### src/uart_line_cfg.svh
`ifndef UART_LINE_CFG_SVH
`define UART_LINE_CFG_SVH
// What this block does
// - Divisor extension bit 6 hands the RTS pin to the transmitter.
// - Auto direction: RTS goes 1 on a host write, 0 after the last bit.
// - Multidrop control bit 5 inverts RTS, only in auto direction mode.
// - Multidrop control bit 0 enables 9-bit mode; parity 1 marks an address.
// - Plain multidrop: a disabled receiver drops data until the host enables it.
// - An address byte flags parity error, is stored, may raise line interrupt.
// - Enabled receiver keeps taking data; next address flags parity again.
// - Auto address mode drops data and non-matching addresses while off.
// - Matching address turns receiver on, is stored, may raise line interrupt.
// - Auto address mode: a non-matching address turns receiver off, unstored, unless the host enables it in that cycle.
// - Host port: 4 address lines, strobed asynchronous cycles.
// - First bus style: active-low selects; both low selects both channels.
// - Second bus style: one select, address line 3 picks the channel.
// - Infrared mode sends a 3/16-bit high pulse for each 0 bit.
// - Auxiliary bit 4 makes the pulse a quarter bit instead.
// - Divisor extension bit 7 enables infrared; line idles low then.
// - The infrared decoder returns a 1 for each detected light pulse.

// Control bit positions.
`define DIVX_AUTO_RTS_BIT 6
`define DIVX_IR_EN_BIT 7
`define MODEM_RTS_BIT 1
`define MDC_9BIT_BIT 0
`define MDC_RTS_INV_BIT 5
`define FEAT_ADDR_DET_BIT 5
`define FEAT_HW_RTS_BIT 6
`define INTEN_LINE_BIT 2
`define AUX_IR_FAST_BIT 4
`define CHAN_ADDR_BIT 3

// Infrared timing in 16x baud ticks.
`define IR_SLOW_TICKS 5'h03
`define IR_FAST_TICKS 5'h04
`define IR_BIT_TICKS 5'h10

// Reset values.
`define RTS_PIN_RST 1'b1
`define PIN_SYNC_RST 10'h3e0
`endif

### src/uart_line_pkg.sv
package uart_line_pkg;
  typedef enum logic [1:0] {DIR_IDLE = 2'b01, DIR_SEND = 2'b10} dir_state_t;
  typedef struct packed {
    logic chan_a;
    logic chan_b;
    logic rd;
    logic wr;
  } host_sel_t;
  typedef struct packed {
    logic ninth;
    logic [7:0] data;
  } rx_word_t;
  typedef struct packed {
    logic perr;
    logic [7:0] data;
  } rx_char_t;
endpackage
### src/irda_codec.sv
`timescale 1ns/1ns
`include "uart_line_cfg.svh"
module irda_codec
(
  input wire logic mclk,
  input wire logic rst_n,
  input wire logic ir_en,
  input wire logic ir_fast,
  input wire logic tick16,
  input wire logic bit_start,
  input wire logic tx_bit,
  input wire logic rx_level,
  output logic tx_line_r,
  output logic rx_stream_r
);
  logic [4:0] enc_cnt_r;
  logic [4:0] enc_nxt;
  logic [4:0] dec_cnt_r;
  logic [4:0] dec_nxt;
  logic rx_prev_r;
  logic rx_edge;

  // Counts down one 16x tick at a time.
  function automatic logic [4:0] tick_down(input logic [4:0] cnt,
                                           input logic tick);
    tick_down = (tick && cnt != 5'h00) ? cnt - 5'h01 : cnt;
  endfunction

  // ----------------------------------------------------------------
  // Encoder
  // ----------------------------------------------------------------
  // A 0 bit starts a high pulse of 3 or 4 ticks; a 1 bit leaves it low.
  always_comb
  begin
    enc_nxt = tick_down(enc_cnt_r, tick16);
    if (bit_start && ir_en && !tx_bit)
    begin
      enc_nxt = ir_fast ? `IR_FAST_TICKS : `IR_SLOW_TICKS;
    end
  end

  // Pulse counter.
  always_ff @(posedge mclk or negedge rst_n)
  begin
    if (!rst_n)
      enc_cnt_r <= 5'h00;
    else
      enc_cnt_r <= enc_nxt;
  end

  // In infrared mode the line idles low and only pulses go high.
  always_ff @(posedge mclk or negedge rst_n)
  begin
    if (!rst_n)
      tx_line_r <= 1'b1;
    else if (ir_en)
      tx_line_r <= (enc_nxt != 5'h00);
    else
      tx_line_r <= tx_bit;
  end

  // ----------------------------------------------------------------
  // Decoder
  // ----------------------------------------------------------------
  // A rising edge on the idle-low input marks a light pulse.
  assign rx_edge = rx_level && !rx_prev_r;

  // Each pulse holds a 1 in the stream for one bit time.
  always_comb
  begin
    dec_nxt = tick_down(dec_cnt_r, tick16);
    if (rx_edge)
    begin
      dec_nxt = `IR_BIT_TICKS;
    end
  end

  // Decoder state.
  always_ff @(posedge mclk or negedge rst_n)
  begin
    if (!rst_n)
    begin
      rx_prev_r <= 1'b0;
      dec_cnt_r <= 5'h00;
      rx_stream_r <= 1'b0;
    end
    else
    begin
      rx_prev_r <= rx_level;
      dec_cnt_r <= dec_nxt;
      rx_stream_r <= ir_en ? (dec_nxt != 5'h00) : rx_level;
    end
  end

  // ----------------------------------------------------------------
  // Checks
  // ----------------------------------------------------------------
  ir_slow_pulse_a: assert property (@(posedge mclk) disable iff (!rst_n)
    (ir_en && !ir_fast && bit_start && !tx_bit)
      |=> (enc_cnt_r == `IR_SLOW_TICKS) && tx_line_r)
    else $error("slow infrared pulse width wrong");

  ir_fast_pulse_a: assert property (@(posedge mclk) disable iff (!rst_n)
    (ir_en && ir_fast && bit_start && !tx_bit)
      |=> (enc_cnt_r == `IR_FAST_TICKS))
    else $error("fast infrared pulse width wrong");

  ir_idle_low_a: assert property (@(posedge mclk) disable iff (!rst_n)
    (ir_en && enc_cnt_r == 5'h00 && !(bit_start && !tx_bit))
      |=> !tx_line_r)
    else $error("infrared output not idling low");

  ir_rx_one_a: assert property (@(posedge mclk) disable iff (!rst_n)
    (ir_en && rx_edge) |=> rx_stream_r [*2])
    else $error("light pulse did not return a one");
endmodule

### src/uart_line_features.sv
`timescale 1ns/1ns
`include "uart_line_cfg.svh"
module uart_line_features
(
  input wire logic mclk,
  input wire logic rst_n,
  input wire logic [7:0] divisor_extension_reg,
  input wire logic [7:0] modem_control_reg,
  input wire logic [7:0] enhanced_feature_reg,
  input wire logic [7:0] interrupt_enable_reg,
  input wire logic [7:0] multidrop_control_reg,
  input wire logic [7:0] auxiliary_setup_reg,
  input wire logic [7:0] second_flow_stop_char,
  input wire logic flow_rts_n,
  input wire logic tx_push,
  input wire logic tx_fifo_empty,
  input wire logic tx_done,
  input wire logic tx_tick16,
  input wire logic tx_bit_start,
  input wire logic tx_bit,
  input wire logic rx_word_valid,
  input wire uart_line_pkg::rx_word_t rx_word,
  input wire logic host_rcv_enable,
  input wire logic host_rcv_disable,
  input wire logic bus_style_split,
  input wire logic chan_a_select_n,
  input wire logic chan_b_select_n,
  input wire logic read_strobe_n,
  input wire logic write_strobe_n,
  input wire logic [3:0] host_addr_lo,
  input wire logic rx_pin,
  output logic rts_pin_r,
  output logic tx_line,
  output logic rx_stream,
  output logic rx_push_r,
  output uart_line_pkg::rx_char_t rx_char_r,
  output logic line_irq_r,
  output logic rcv_on_r,
  output uart_line_pkg::host_sel_t host_sel_r
);
  // ----------------------------------------------------------------
  // Declarations
  // ----------------------------------------------------------------
  logic [9:0] pin_s1_r;
  logic [9:0] pin_s2_r;
  logic style_split;
  logic sel_a_n;
  logic sel_b_n;
  logic rd_n;
  logic wr_n;
  logic chan_bit;
  logic rx_level;
  uart_line_pkg::host_sel_t sel_nxt;
  uart_line_pkg::dir_state_t dir_state_r;
  uart_line_pkg::dir_state_t dir_nxt;
  logic auto_dir;
  logic rts_inv;
  logic rts_nxt;
  logic mdrop;
  logic auto_addr;
  logic addr_match;
  logic push_nxt;
  logic irq_nxt;
  logic rcv_set;
  logic rcv_clr;

  // Control bits picked out of the configuration inputs.
  assign auto_dir = divisor_extension_reg[`DIVX_AUTO_RTS_BIT];
  assign rts_inv = multidrop_control_reg[`MDC_RTS_INV_BIT];
  assign mdrop = multidrop_control_reg[`MDC_9BIT_BIT];
  assign auto_addr = enhanced_feature_reg[`FEAT_ADDR_DET_BIT];
  assign addr_match = (rx_word.data == second_flow_stop_char);

  // ----------------------------------------------------------------
  // Pin synchronisers
  // ----------------------------------------------------------------
  // Host pins and the serial input are not tied to mclk, so each one
  // passes two flops before anything looks at it.
  always_ff @(posedge mclk or negedge rst_n)
  begin
    if (!rst_n)
    begin
      pin_s1_r <= `PIN_SYNC_RST;
      pin_s2_r <= `PIN_SYNC_RST;
    end
    else
    begin
      pin_s1_r <= {bus_style_split, chan_a_select_n, chan_b_select_n,
                   read_strobe_n, write_strobe_n, host_addr_lo, rx_pin};
      pin_s2_r <= pin_s1_r;
    end
  end

  // Names for the synchronised pins.
  assign style_split = pin_s2_r[9];
  assign sel_a_n = pin_s2_r[8];
  assign sel_b_n = pin_s2_r[7];
  assign rd_n = pin_s2_r[6];
  assign wr_n = pin_s2_r[5];
  assign chan_bit = pin_s2_r[1 + `CHAN_ADDR_BIT];
  assign rx_level = pin_s2_r[0];

  // ----------------------------------------------------------------
  // Host channel select
  // ----------------------------------------------------------------
  // The first bus style uses one select per channel; the second uses
  // the first select pin as a shared select and address bit 3 as the
  // channel choice. Strobes count only while a channel is selected.
  always_comb
  begin
    sel_nxt = '0;
    if (style_split)
    begin
      sel_nxt.chan_a = !sel_a_n;
      sel_nxt.chan_b = !sel_b_n;
    end
    else if (!sel_a_n)
    begin
      sel_nxt.chan_a = !chan_bit;
      sel_nxt.chan_b = chan_bit;
    end
    sel_nxt.rd = (sel_nxt.chan_a || sel_nxt.chan_b) && !rd_n;
    sel_nxt.wr = (sel_nxt.chan_a || sel_nxt.chan_b) && !wr_n;
  end

  // Registered select outputs.
  always_ff @(posedge mclk or negedge rst_n)
  begin
    if (!rst_n)
      host_sel_r <= '0;
    else
      host_sel_r <= sel_nxt;
  end

  // ----------------------------------------------------------------
  // Transmit direction control
  // ----------------------------------------------------------------
  // A host write opens the send window; it closes only once the stop
  // bit is out, the shifter is empty and nothing is left queued. A
  // write in the closing cycle keeps the window open.
  always_comb
  begin
    dir_nxt = dir_state_r;
    case (dir_state_r)
      uart_line_pkg::DIR_IDLE:
      begin
        if (tx_push)
          dir_nxt = uart_line_pkg::DIR_SEND;
      end
      uart_line_pkg::DIR_SEND:
      begin
        if (tx_done && tx_fifo_empty && !tx_push)
          dir_nxt = uart_line_pkg::DIR_IDLE;
      end
      default:
      begin
        dir_nxt = uart_line_pkg::DIR_IDLE;
      end
    endcase
  end

  // Direction state.
  always_ff @(posedge mclk or negedge rst_n)
  begin
    if (!rst_n)
      dir_state_r <= uart_line_pkg::DIR_IDLE;
    else
      dir_state_r <= dir_nxt;
  end

  // Auto direction outranks flow control and the modem-control bit;
  // inversion applies only in auto direction mode.
  always_comb
  begin
    if (auto_dir)
      rts_nxt = (dir_nxt == uart_line_pkg::DIR_SEND) ^ rts_inv;
    else if (enhanced_feature_reg[`FEAT_HW_RTS_BIT])
      rts_nxt = flow_rts_n;
    else
      rts_nxt = !modem_control_reg[`MODEM_RTS_BIT];
  end

  // RTS pin flop.
  always_ff @(posedge mclk or negedge rst_n)
  begin
    if (!rst_n)
      rts_pin_r <= `RTS_PIN_RST;
    else
      rts_pin_r <= rts_nxt;
  end

  // ----------------------------------------------------------------
  // Multidrop receive filter
  // ----------------------------------------------------------------
  // Outside 9-bit mode every character goes through. In 9-bit mode a
  // ninth bit of 1 marks an address. Plain mode stores every address
  // and stores data only while the receiver is on. Auto address mode
  // stores only matching addresses, switching the receiver itself.
  always_comb
  begin
    push_nxt = 1'b0;
    irq_nxt = 1'b0;
    rcv_set = 1'b0;
    rcv_clr = 1'b0;
    if (rx_word_valid)
    begin
      if (!mdrop)
        push_nxt = 1'b1;
      else if (rx_word.ninth && !auto_addr)
      begin
        push_nxt = 1'b1;
        irq_nxt = interrupt_enable_reg[`INTEN_LINE_BIT];
      end
      else if (rx_word.ninth && addr_match)
      begin
        push_nxt = 1'b1;
        irq_nxt = interrupt_enable_reg[`INTEN_LINE_BIT];
        rcv_set = 1'b1;
      end
      else if (rx_word.ninth)
        rcv_clr = 1'b1;
      else
        push_nxt = rcv_on_r;
    end
  end

  // Receiver on/off: hardware turn-on wins over a host turn-off.
  always_ff @(posedge mclk or negedge rst_n)
  begin
    if (!rst_n)
      rcv_on_r <= 1'b0;
    else if (rcv_set || host_rcv_enable)
      rcv_on_r <= 1'b1;
    else if (rcv_clr || host_rcv_disable)
      rcv_on_r <= 1'b0;
  end

  // Stored character; the ninth bit rides in the parity-error place.
  always_ff @(posedge mclk or negedge rst_n)
  begin
    if (!rst_n)
    begin
      rx_push_r <= 1'b0;
      rx_char_r <= '0;
      line_irq_r <= 1'b0;
    end
    else
    begin
      rx_push_r <= push_nxt;
      rx_char_r <= {rx_word.ninth, rx_word.data};
      line_irq_r <= irq_nxt;
    end
  end

  // ----------------------------------------------------------------
  // Infrared codec
  // ----------------------------------------------------------------
  irda_codec u_irda
  (
    .mclk(mclk),
    .rst_n(rst_n),
    .ir_en(divisor_extension_reg[`DIVX_IR_EN_BIT]),
    .ir_fast(auxiliary_setup_reg[`AUX_IR_FAST_BIT]),
    .tick16(tx_tick16),
    .bit_start(tx_bit_start),
    .tx_bit(tx_bit),
    .rx_level(rx_level),
    .tx_line_r(tx_line),
    .rx_stream_r(rx_stream)
  );

  // ----------------------------------------------------------------
  // Checks
  // ----------------------------------------------------------------
  rts_auto_own_a: assert property (@(posedge mclk) disable iff (!rst_n)
    ($past(auto_dir) && !$past(rts_inv))
      |-> rts_pin_r == (dir_state_r == uart_line_pkg::DIR_SEND))
    else $error("RTS does not follow the transmitter");

  rts_on_write_a: assert property (@(posedge mclk) disable iff (!rst_n)
    (auto_dir && !rts_inv && tx_push) ##1 (auto_dir && !rts_inv)
      |-> rts_pin_r)
    else $error("RTS not raised after a host write");

  rts_invert_a: assert property (@(posedge mclk) disable iff (!rst_n)
    ($past(auto_dir) && $past(rts_inv))
      |-> rts_pin_r != (dir_state_r == uart_line_pkg::DIR_SEND))
    else $error("RTS inversion wrong");

  dir_hold_a: assert property (@(posedge mclk) disable iff (!rst_n)
    (dir_state_r == uart_line_pkg::DIR_SEND && !(tx_done && tx_fifo_empty))
      |=> dir_state_r == uart_line_pkg::DIR_SEND)
    else $error("direction dropped before the stop bit");

  drop_data_a: assert property (@(posedge mclk) disable iff (!rst_n)
    (mdrop && !rcv_on_r && rx_word_valid && !rx_word.ninth) |=> !rx_push_r)
    else $error("data stored while receiver off");

  addr_store_a: assert property (@(posedge mclk) disable iff (!rst_n)
    (mdrop && !auto_addr && rx_word_valid && rx_word.ninth)
      |=> rx_push_r && rx_char_r.perr
          && line_irq_r == $past(interrupt_enable_reg[`INTEN_LINE_BIT]))
    else $error("address byte not stored with parity flag");

  match_on_a: assert property (@(posedge mclk) disable iff (!rst_n)
    (mdrop && auto_addr && rx_word_valid && rx_word.ninth && addr_match)
      |=> rx_push_r && rcv_on_r && rx_char_r.perr)
    else $error("matching address not taken");

  miss_off_a: assert property (@(posedge mclk) disable iff (!rst_n)
    (mdrop && auto_addr && rx_word_valid && rx_word.ninth && !addr_match
     && !host_rcv_enable) |=> !rx_push_r && !rcv_on_r)
    else $error("non-matching address not rejected");

  sel_both_a: assert property (@(posedge mclk) disable iff (!rst_n)
    (style_split && !sel_a_n && !sel_b_n)
      |=> host_sel_r.chan_a && host_sel_r.chan_b)
    else $error("both selects low did not pick both channels");

  sel_addr_a: assert property (@(posedge mclk) disable iff (!rst_n)
    (!style_split && !sel_a_n)
      |=> host_sel_r.chan_b == $past(chan_bit)
          && host_sel_r.chan_a != $past(chan_bit))
    else $error("address bit channel decode wrong");
endmodule

### config.mk
export PLATFORM = sky130hd
export DESIGN_NAME = uart_line_features
export DESIGN_NICKNAME = d
export VERILOG_FILES = /design/src/uart_line_pkg.sv /design/src/irda_codec.sv /design/src/uart_line_features.sv
export VERILOG_INCLUDE_DIRS = /design/src
export SDC_FILE = /design/constraint.sdc
export NUM_CORES = 1
export LEC_CHECK = 0
export BUFFER_PORTS_ARGS = -buffer_cell sky130_fd_sc_hd__buf_4
export CORE_AREA = 2 2 67 69
export DETAILED_ROUTE_END_ITERATION = 10
export DIE_AREA = 0 0 69 71
export PLACE_DENSITY = 0.9
export SETUP_SLACK_MARGIN = 0.1
export SLEW_MARGIN = 20
export SYNTH_ARGS = -nofsm -noshare
export SYNTH_HDL_FRONTEND = slang
export SYNTH_SLANG_ARGS = --single-unit
### constraint.sdc
create_clock -name mclk -period 4.9 [get_ports mclk]
set_clock_uncertainty 0.05 [all_clocks]
set_input_delay 0.98 -clock mclk [delete_from_list [all_inputs] [get_ports mclk]]
set_output_delay 0.98 -clock mclk [all_outputs]
set_load 0.02 [all_outputs]
==> results of run 1 <==
## synth_stat cells, types with 3 or more instances
cell / n
and3_1: 3
xor2_1: 10
o21ai_0: 5
inv_1: 10
ha_1: 4
nand2_1: 7
nor2_1: 12
a41oi_1: 3
a21oi_1: 8
nor3_1: 3
dfrtp_1: 33
nand2b_1: 3
dfstp_2: 13
## state kept, by name, summed over array words and instances (netlist names), 2 cells and up
signal            cells
pin_s2_r              7
host_sel_r            4
u_irda.dec_cnt_r      5
rx_char_r             9
pin_s1_r              7
dir_state_r           2
u_irda.enc_cnt_r      5
## power by group
group	internal [W]	switching [W]	total (W)	leakage (nW)
combinational	0.000146	0.000153	0.000299	0.576
sequential	0.000450	0.0000456	0.000496	0.533
clock	0.000152	0.000119	0.000271	0.0547
total	0.000748	0.000317	0.00107	1.16
## layout make-up
type	count	share of cell area [%]
clock inverters	3	1.77
inverters	10	1.52
clock buffers	5	2.78
repair buffers	63	19.1
multi-input cells	91	25.1
well taps	52	2.63
flip-flops and latches	46	47.1
## critical path, cell delays in order (launching register included)
cell	delay, ps
dfrtp_1	420
inv_1	100
ha_1	190
or3b_4	400
a211oi_2	210
a41oi_1	60
or3_1	350
o32a_1	290
## metrics by stage
step | instance area (um2) | total power, W | instances
3_3_place_gp | 2360 | 0.000789 | 262
6_report | 2480 | 0.00107 | 270
2_1_floorplan | 1830 | 0.000699 | 148
5_1_grt | 2480 | 0.00115 | 270
3_5_place_dp | 2360 | 0.000805 | 262
4_1_cts | 2480 | 0.00108 | 270
## final timing paths
kind | from | end | slack, ps | depth (start not counted)
setup reg to reg | u_irda.enc_cnt_r[0]$_DFF_PN0_ | u_irda.tx_line_r$_DFF_PN1_ | 2760 | 7
hold / removal | pin_s1_r[0]$_DFF_PN0_ | pin_s2_r[0]$_DFF_PN0_ | 300 | 0
min in group asynchronous | rst_n | u_irda.dec_cnt_r[4]$_DFF_PN0_ | 620 | 1
hold reg to reg | pin_s1_r[0]$_DFF_PN0_ | pin_s2_r[0]$_DFF_PN0_ | 300 | 0
max in group asynchronous | rst_n | pin_s1_r[7]$_DFF_PN1_ | 3810 | 1
setup / recovery | u_irda.enc_cnt_r[0]$_DFF_PN0_ | u_irda.tx_line_r$_DFF_PN1_ | 2760 | 7
## routing by layer
metal / up-vias / routed length (um) / track usage, %
li1: 654 / - / -
met1: 626 / 1240 / 15.3
met2: 43 / 1730 / 25.7
met3: 6 / 233 / 4.99
met4: 0 / 50 / 5.88
met5: - / 0 / 0
## kinds of logic after synthesis
| logic type | count (synthesis) | share of synthesized area, % |
|---|---|---|
| buf+inv | 11 | 2.32 |
| mux | 1 | 0.615 |
| flops | 46 | 63.8 |
| simple gates | 46 | 14.2 |
| compound gates | 28 | 10.6 |
| xor+xnor | 12 | 5.74 |
| fa+ha+maj | 4 | 2.73 |
==> out/metrics.cfg, run 1 <==
[outcome]
status=completed

[clock_tree]
cts_tree=built
clk_pin_slew_ps=80
cts_root_buf=clkbuf_8
cts.sink_count=46
cts_buffer_depth=2
clock_latency_ps=290
cts_resized=0
cts_setup_buffers=0
htree_levels=2
holdBufCountCts=0
cts_buffers=5

[worst_setup_path]
cp-start-kind=flip-flop
setup.worst_path.end_class=flip-flop
crit_type=flip-flop to flip-flop
critPathArrivalTime_ps=2310
crit_required_ps=5070
critPathMaxFanout=4

[layout]
final.fill_count=361
mostFrequentLayoutCell=buf_4
fin_util_pct=58.9
register_area_mm2=0.00117
multiInputGateArea_um2=621
drive_gt1_share_pct=41.7
nNetsFinal=308
area_delta_synth_final_pct=35.3
num_antenna_cells=0
layout_common_cells=63 x buf_4, 33 x dfrtp_1, 13 x dfstp_2, 12 x nor2_1

[routing]
drt_iter0_drc=46
ant_nets=0
drc=0
num_vias=1329
routed_via_density=4.92
routed_wl_um=3250
post_drt_wl_per_cell_um=12.0
first_pass_iters=4

[floorplan]
start_util_pct=43.5
die-area_mm2=0.00490
die_x_um=69
coreArea_mm2=0.00420
fp-row-count=24
die_y_um=71
io_pins=106

[timing]
period_needed_ps=2140
setup_ws_ps=2760
max_slew_margin_pct=64.3
drv_slew=0
totalNegativeSetupSlack_ps=0
worst_pin_slew_ps=536
rsz0062_at_grt=false
fin_crit_sh_pct=43.6
finalSetupViolations=0
timing.fmax_ghz=0.468
hold_viol=0
whs_ps=302

[yosys]
yosys.area.top_type=dfrtp_1
avgSynthCellArea_um2=12.4
ys.flop_type=dfrtp_1
synth_sequential_area_ratio_pct=63.8
synth.top_cell.area_share_pct=45.1
syn_area_mm2=0.00183
ys_types=37
synth-edff-count=0
syn_inst=148
ys_seq_elements=46
yosys_warnings=0
synth_area_leaders=dfrtp_1 45%, dfstp_2 19%, xor2_1 4.8%, ha_1 2.7%, nor2_1 2.5%
synthesis.nets=239
async_reset_ff_share_pct=100

[power_and_ir_drop]
leakagePower_nw=1.16
vdd_drop_max_v=0.000181
power.density_mw_per_mm2=430

[grt]
grt_max_degree=47
antenna_found_initial=0
track_usage_pct=14.3
grt_pass1_vias=1342
overflow=0
grt_pass1_wl_um=5590

[place]
hpwl_um=2600
portBuffers=63
gp_congestion=0.758
place_ws_ps=2640

[flow_run]
cap_violations=0

[min_path]
hold_path_class=flip-flop to flip-flop

(Power assumes the default switching activity.)
==> run 2, diff against run 1 <==
- CORE_AREA: 2 2 67 69 -> 2 2 69 71
- DIE_AREA: 0 0 69 71 -> 0 0 71 73
- PLACE_DENSITY: 0.9 -> 0.86
- clock period: 4.9 -> 2 ns (I/O delays scaled with it)
==> out/metrics.cfg, run 2 (synthesized netlist as in run 1, its figures left out) <==
[outcome]
status=finished, violations left  ; was completed
violations=negative setup slack

[worst_setup_path]
crit_required_ps=2180  ; was 5070 ps
setup.worst_path.end_class=flip-flop  ; unchanged
cp.buffers_inverters=1  ; unchanged
critPathArrivalTime_ps=2200  ; was 2310 ps
cpLargestDelayFamily=simple AND/OR/NAND/NOR gates  ; unchanged
critPathMaxFanout=3  ; was 4
cp-start-kind=flip-flop  ; unchanged
max_stage_delay_ps=410  ; was 420 ps
rr_worst_depth=7  ; unchanged
path_cells=inv_2, ha_4, or3b_4, a211oi_2, a41oi_1, or3_1, o32a_1  ; was inv_1, ha_1, or3b_4, a211oi_2, a41oi_1, or3_1, o32a_1
slowest_stage=dfrtp_1  ; unchanged
crit_type=flip-flop to flip-flop  ; unchanged
crit_cells=7  ; unchanged

[grt]
grt_pass1_vias=1423  ; was 1342
track_usage_pct=15.4  ; was 14.3%
antenna_found_initial=0  ; unchanged
grt_pass1_wl_um=6100  ; was 5590 um
overflow=0  ; unchanged
grt_max_degree=47  ; unchanged

[timing]
hold_viol=0  ; unchanged
whs_ps=32.4  ; was 302 ps
drv_slew=0  ; unchanged
period_needed_ps=2030  ; was 2140 ps
setup_ws_ps=-27.6  ; was 2760 ps
timing.fmax_ghz=0.493  ; was 0.468 GHz
max_slew_margin_pct=62.9  ; was 64.3%
fin_crit_sh_pct=101  ; was 43.6%
finalSetupViolations=1  ; was 0
worst_pin_slew_ps=557  ; was 536 ps
rsz0062_at_grt=true  ; was false

[power_and_ir_drop]
leakagePower_nw=1.20  ; was 1.16 nW
total_power_w=0.00276  ; was 0.00107 W
vdd_drop_max_v=0.000530  ; was 0.000181 V
power.density_mw_per_mm2=1070  ; was 430 mW/mm2

[clock_tree]
cts_tree=built  ; unchanged
htree_levels=2  ; unchanged
cts.sink_count=46  ; unchanged
cts_root_buf=clkbuf_8  ; unchanged
clk_pin_slew_ps=90  ; was 80 ps
holdBufCountCts=0  ; unchanged
cts_buffers=5  ; unchanged
cts_buffer_depth=2  ; unchanged
clock_latency_ps=290  ; about the same

[layout]
multiInputGateArea_um2=661  ; was 621 um2
num_antenna_cells=0  ; unchanged
layout_common_cells=72 x buf_4, 33 x dfrtp_1, 13 x dfstp_2, 12 x nor2_1, 10 x xor2_1  ; was 63 x buf_4, 33 x dfrtp_1, 13 x dfstp_2, 12 x nor2_1
top_regs=rx_char_r x9, pin_s1_r x7, pin_s2_r x7  ; unchanged
area_delta_synth_final_pct=40.3  ; was 35.3%
drive_gt1_share_pct=48.0  ; was 41.7%
register_area_mm2=0.00117  ; unchanged
largest_reg_flops=9  ; unchanged
nNetsFinal=317  ; was 308
final.fill_count=397  ; was 361
mostFrequentLayoutCell=buf_4  ; unchanged
largest_register=rx_char_r  ; unchanged

[floorplan]
io_pins=106  ; unchanged
die-area_mm2=0.00518  ; was 0.00490 mm2
die_y_um=73  ; was 71 um
die_x_um=71  ; was 69 um
start_util_pct=40.4  ; was 43.5%
fp-row-count=25  ; was 24
coreArea_mm2=0.00454  ; was 0.00420 mm2

[routing]
drt_iter0_drc=91  ; was 46
ant_nets=0  ; unchanged
routed_wl_um=3730  ; was 3250 um
num_vias=1391  ; was 1329
drc=0  ; unchanged
post_drt_wl_per_cell_um=13.3  ; was 12.0 um
routed_via_density=4.95  ; was 4.92
first_pass_iters=4  ; unchanged

[min_path]
hold_path_class=input pin to asynchronous set/reset pin  ; was flip-flop to flip-flop

[place]
gp_congestion=0.771  ; was 0.758
hpwl_um=2720  ; was 2600 um
portBuffers=63  ; unchanged

[flow_run]
cap_violations=0  ; unchanged

==> run 2: cell types whose count changed in the layout (fill, tap and decap cells not counted), moves of 2 or more <==
cell / previous run / this run
buf_4: 63 / 72
ha_4: 0 / 2
inv_2: 0 / 4
inv_1: 10 / 6
ha_1: 4 / 2
==> run 2: path summary, 6_finish.rpt <==
path                       slack, ps                     startpoint                         end
setup / recovery                 -30  u_irda.enc_cnt_r[1]$_DFF_PN0_  u_irda.tx_line_r$_DFF_PN1_
hold / removal                    30                          rst_n    dir_state_r[1]$_DFF_PN0_
setup reg to reg                 -30  u_irda.enc_cnt_r[1]$_DFF_PN0_  u_irda.tx_line_r$_DFF_PN1_
hold reg to reg                  310          pin_s1_r[5]$_DFF_PN1_       pin_s2_r[5]$_DFF_PN1_
max in group asynchronous       1480                          rst_n       pin_s1_r[7]$_DFF_PN1_
min in group mclk                160                chan_a_select_n       pin_s1_r[8]$_DFF_PN1_
==> run 2: area by class of cell <==
type | instances | share of cell area [%]
clock buffers | 5 | 2.68
repair buffers | 72 | 21.1
clock inverters | 3 | 0.975
multi-input cells | 91 | 25.7
flip-flops and latches | 46 | 45.5
inverters | 10 | 1.46
well taps | 54 | 2.63
==> run 2: metrics by stage <==
step / worst slack, ps / std cells / setup TNS (ps) / area (um2) / util, %
final: -27.6 / 281 / -27.6 / 2570 / 56.6
after detailed placement: -48.5 / 267 / -62.1 / 2400 / 52.9
after global routing: -146 / 281 / -146 / 2570 / 56.6
after CTS: -19.4 / 278 / -19.4 / 2520 / 55.7
after global placement: -6.50 / 267 / -6.50 / 2400 / 52.9
after floorplan: 46.0 / 148 / 0 / 1840 / -
==> run 2: where the power goes <==
| group | leakage [nW] | switching (W) | total (W) | internal (W) |
|---|---|---|---|---|
| sequential | 0.533 | 0.000113 | 0.00122 | 0.00110 |
| clock | 0.0447 | 0.000322 | 0.000575 | 0.000252 |
| combinational | 0.619 | 0.000464 | 0.000968 | 0.000503 |
| total | 1.20 | 0.000899 | 0.00276 | 0.00186 |
==> run 2: per-layer routing <==
metal | routed length [um] | vias up | GRT usage, %
met3 | 281 | 4 | 6.77
li1 | - | 670 | -
met4 | 44 | 0 | 4.40
met5 | 0 | - | 0
met2 | 1950 | 52 | 27.0
met1 | 1460 | 665 | 17.0
==> run 2: repair_timing <==
action,in CTS,in global routing
pin swaps,1,1
endpoints found under the setup margin,3,4
gates resized for setup,4,5
setup buffers,3,3
gates cloned,0,0
==> run 3, diff against run 2 <==
- PLACE_DENSITY: 0.86 -> 0.76
==> out/metrics.cfg, run 3 (synthesized netlist as in run 1, its figures left out) <==
[clock_tree]
cts_root_buf=clkbuf_8  ; unchanged
cts_buffers=5  ; unchanged
htree_levels=2  ; unchanged
clk_pin_slew_ps=90  ; about the same
cts.sink_count=46  ; unchanged
cts_tree=built  ; unchanged
cts_buffer_depth=2  ; unchanged
holdBufCountCts=0  ; unchanged
clock_latency_ps=300  ; was 290 ps

[layout]
mostFrequentLayoutCell=buf_4  ; unchanged
final.fill_count=389  ; was 397
multiInputGateArea_um2=661  ; unchanged
fin_util_pct=56.1  ; was 56.6%
finalNonFillerCells=278  ; was 281
drive_gt1_share_pct=47.3  ; was 48.0%
nNetsFinal=314  ; was 317
area_delta_synth_final_pct=39.0  ; was 40.3%
register_area_mm2=0.00117  ; unchanged
layout_common_cells=69 x buf_4, 33 x dfrtp_1, 13 x dfstp_2, 12 x nor2_1, 10 x xor2_1  ; was 72 x buf_4, 33 x dfrtp_1, 13 x dfstp_2, 12 x nor2_1, 10 x xor2_1
top_regs=rx_char_r x9, pin_s1_r x7, pin_s2_r x7  ; unchanged
largest_register=rx_char_r  ; unchanged
largest_reg_flops=9  ; unchanged
num_antenna_cells=0  ; unchanged

[worst_setup_path]
critPathArrivalTime_ps=2210  ; was 2200 ps
crit_required_ps=2180  ; about the same
cp-start-kind=flip-flop  ; unchanged
crit_type=flip-flop to flip-flop  ; unchanged
r2r_slack_ps=-30  ; about the same
critPathMaxFanout=3  ; unchanged
max_stage_delay_ps=390  ; was 410 ps
slowest_stage=dfrtp_1  ; unchanged
path_cells=inv_2, ha_4, or3b_4, a211oi_2, a41oi_2, or3_1, o32a_1  ; was inv_2, ha_4, or3b_4, a211oi_2, a41oi_1, or3_1, o32a_1
setup.worst_path.end_class=flip-flop  ; unchanged

[grt]
antenna_found_initial=0  ; unchanged
overflow=0  ; unchanged
grt_max_degree=47  ; unchanged
grt_pass1_vias=1343  ; was 1423
track_usage_pct=14.1  ; was 15.4%
grt_pass1_wl_um=5600  ; was 6100 um

[place]
dp.cells=266  ; was 267
portBuffers=63  ; unchanged
place_ws_ps=-38.7  ; was -48.5 ps
hpwl_um=2560  ; was 2720 um
gp_congestion=0.749  ; was 0.771

[floorplan]
die_x_um=71  ; unchanged
io_pins=106  ; unchanged
coreArea_mm2=0.00454  ; unchanged
start_util_pct=40.4  ; unchanged
die_y_um=73  ; unchanged
fp-row-count=25  ; unchanged
die-area_mm2=0.00518  ; unchanged

[timing]
period_needed_ps=2030  ; about the same
fin_crit_sh_pct=102  ; was 101%
drv_slew=0  ; unchanged
rsz0062_at_grt=true  ; unchanged
timing.fmax_ghz=0.492  ; was 0.493 GHz
max_slew_margin_pct=63.1  ; was 62.9%
setup_ws_ps=-32.2  ; was -27.6 ps
finalSetupViolations=1  ; unchanged
hold_viol=0  ; unchanged
worst_pin_slew_ps=554  ; was 557 ps

[routing]
drt_iter0_drc=36  ; was 91
num_vias=1376  ; was 1391
routed_wl_um=3480  ; was 3730 um
drc=0  ; unchanged
routed_via_density=4.95  ; about the same
post_drt_wl_per_cell_um=12.5  ; was 13.3 um
ant_nets=0  ; unchanged
first_pass_iters=4  ; unchanged

[outcome]
violations=negative setup slack  ; unchanged
status=finished, violations left  ; unchanged

[power_and_ir_drop]
power.density_mw_per_mm2=1060  ; was 1070 mW/mm2
vdd_drop_max_v=0.000577  ; was 0.000530 V
leakagePower_nw=1.18  ; was 1.20 nW
total_power_w=0.00269  ; was 0.00276 W

[flow_run]
cap_violations=0  ; unchanged

[min_path]
hold_path_class=input pin to asynchronous set/reset pin  ; unchanged

-- run 3: cell types whose count changed in the layout (fill, tap and decap cells not counted) --
cell        change
clkinvlp_4      +1
buf_4           -3
clkinv_4        -1
-- run 3: worst max-delay path: cells and delay by family, from the launching register on --
family,cells,cell delay [ps]
flops,1,390
simple gates,2,740
fa+ha+maj,1,130
buf+inv,1,80
compound gates,3,570
-- run 3: report_power, final --
part           leakage, nW  internal (W)  switching [W]
clock               0.0408      0.000250       0.000324
sequential           0.533       0.00110       0.000117
combinational        0.603      0.000470       0.000431
total                 1.18       0.00182       0.000872
-- run 3: area by class of cell --
type,instances,area share [%]
clock buffers,5,2.71
clock inverters,3,0.935
inverters,10,1.48
multi-input cells,91,26.0
flip-flops and latches,46,45.9
well taps,54,2.66
repair buffers,69,20.4
-- run 3: path summary, 6_finish.rpt --
kind                                         endpoint                          start  depth (start not counted)
min in group mclk               pin_s1_r[8]$_DFF_PN1_                chan_a_select_n                          1
setup / recovery           u_irda.tx_line_r$_DFF_PN1_  u_irda.enc_cnt_r[0]$_DFF_PN0_                          7
hold reg to reg                 pin_s2_r[0]$_DFF_PN0_          pin_s1_r[0]$_DFF_PN0_                          0
setup reg to reg           u_irda.tx_line_r$_DFF_PN1_  u_irda.enc_cnt_r[0]$_DFF_PN0_                          7
max in group asynchronous       pin_s1_r[7]$_DFF_PN1_                          rst_n                          1
hold / removal               dir_state_r[1]$_DFF_PN0_                          rst_n                          1
-- run 3: per-layer routing --
| layer | vias up | GRT usage, % | routed length (um) |
|---|---|---|---|
| met2 | 54 | 23.1 | 1780 |
| met3 | 10 | 6.63 | 306 |
| li1 | 664 | - | - |
| met5 | - | 0 | 0 |
| met1 | 648 | 15.0 | 1310 |
| met4 | 0 | 8.18 | 85 |
-- run 3: through the flow --
step,area [um2],setup TNS [ps],hold slack (ps)
final,2540,-32.2,31.8
after global routing,2540,-147,59.3
after CTS,2520,0,45.5
after detailed placement,2390,-38.7,286
after global placement,2390,0,285
after floorplan,1840,0,54.4
-- run 3: what timing repair did --
action                     CTS  global route
setup buffers                3             1
setup endpoints to repair    3             4
cloned                       0             0
resized for setup            5             4
hold endpoints to repair     0             0
pin swaps                    3             1
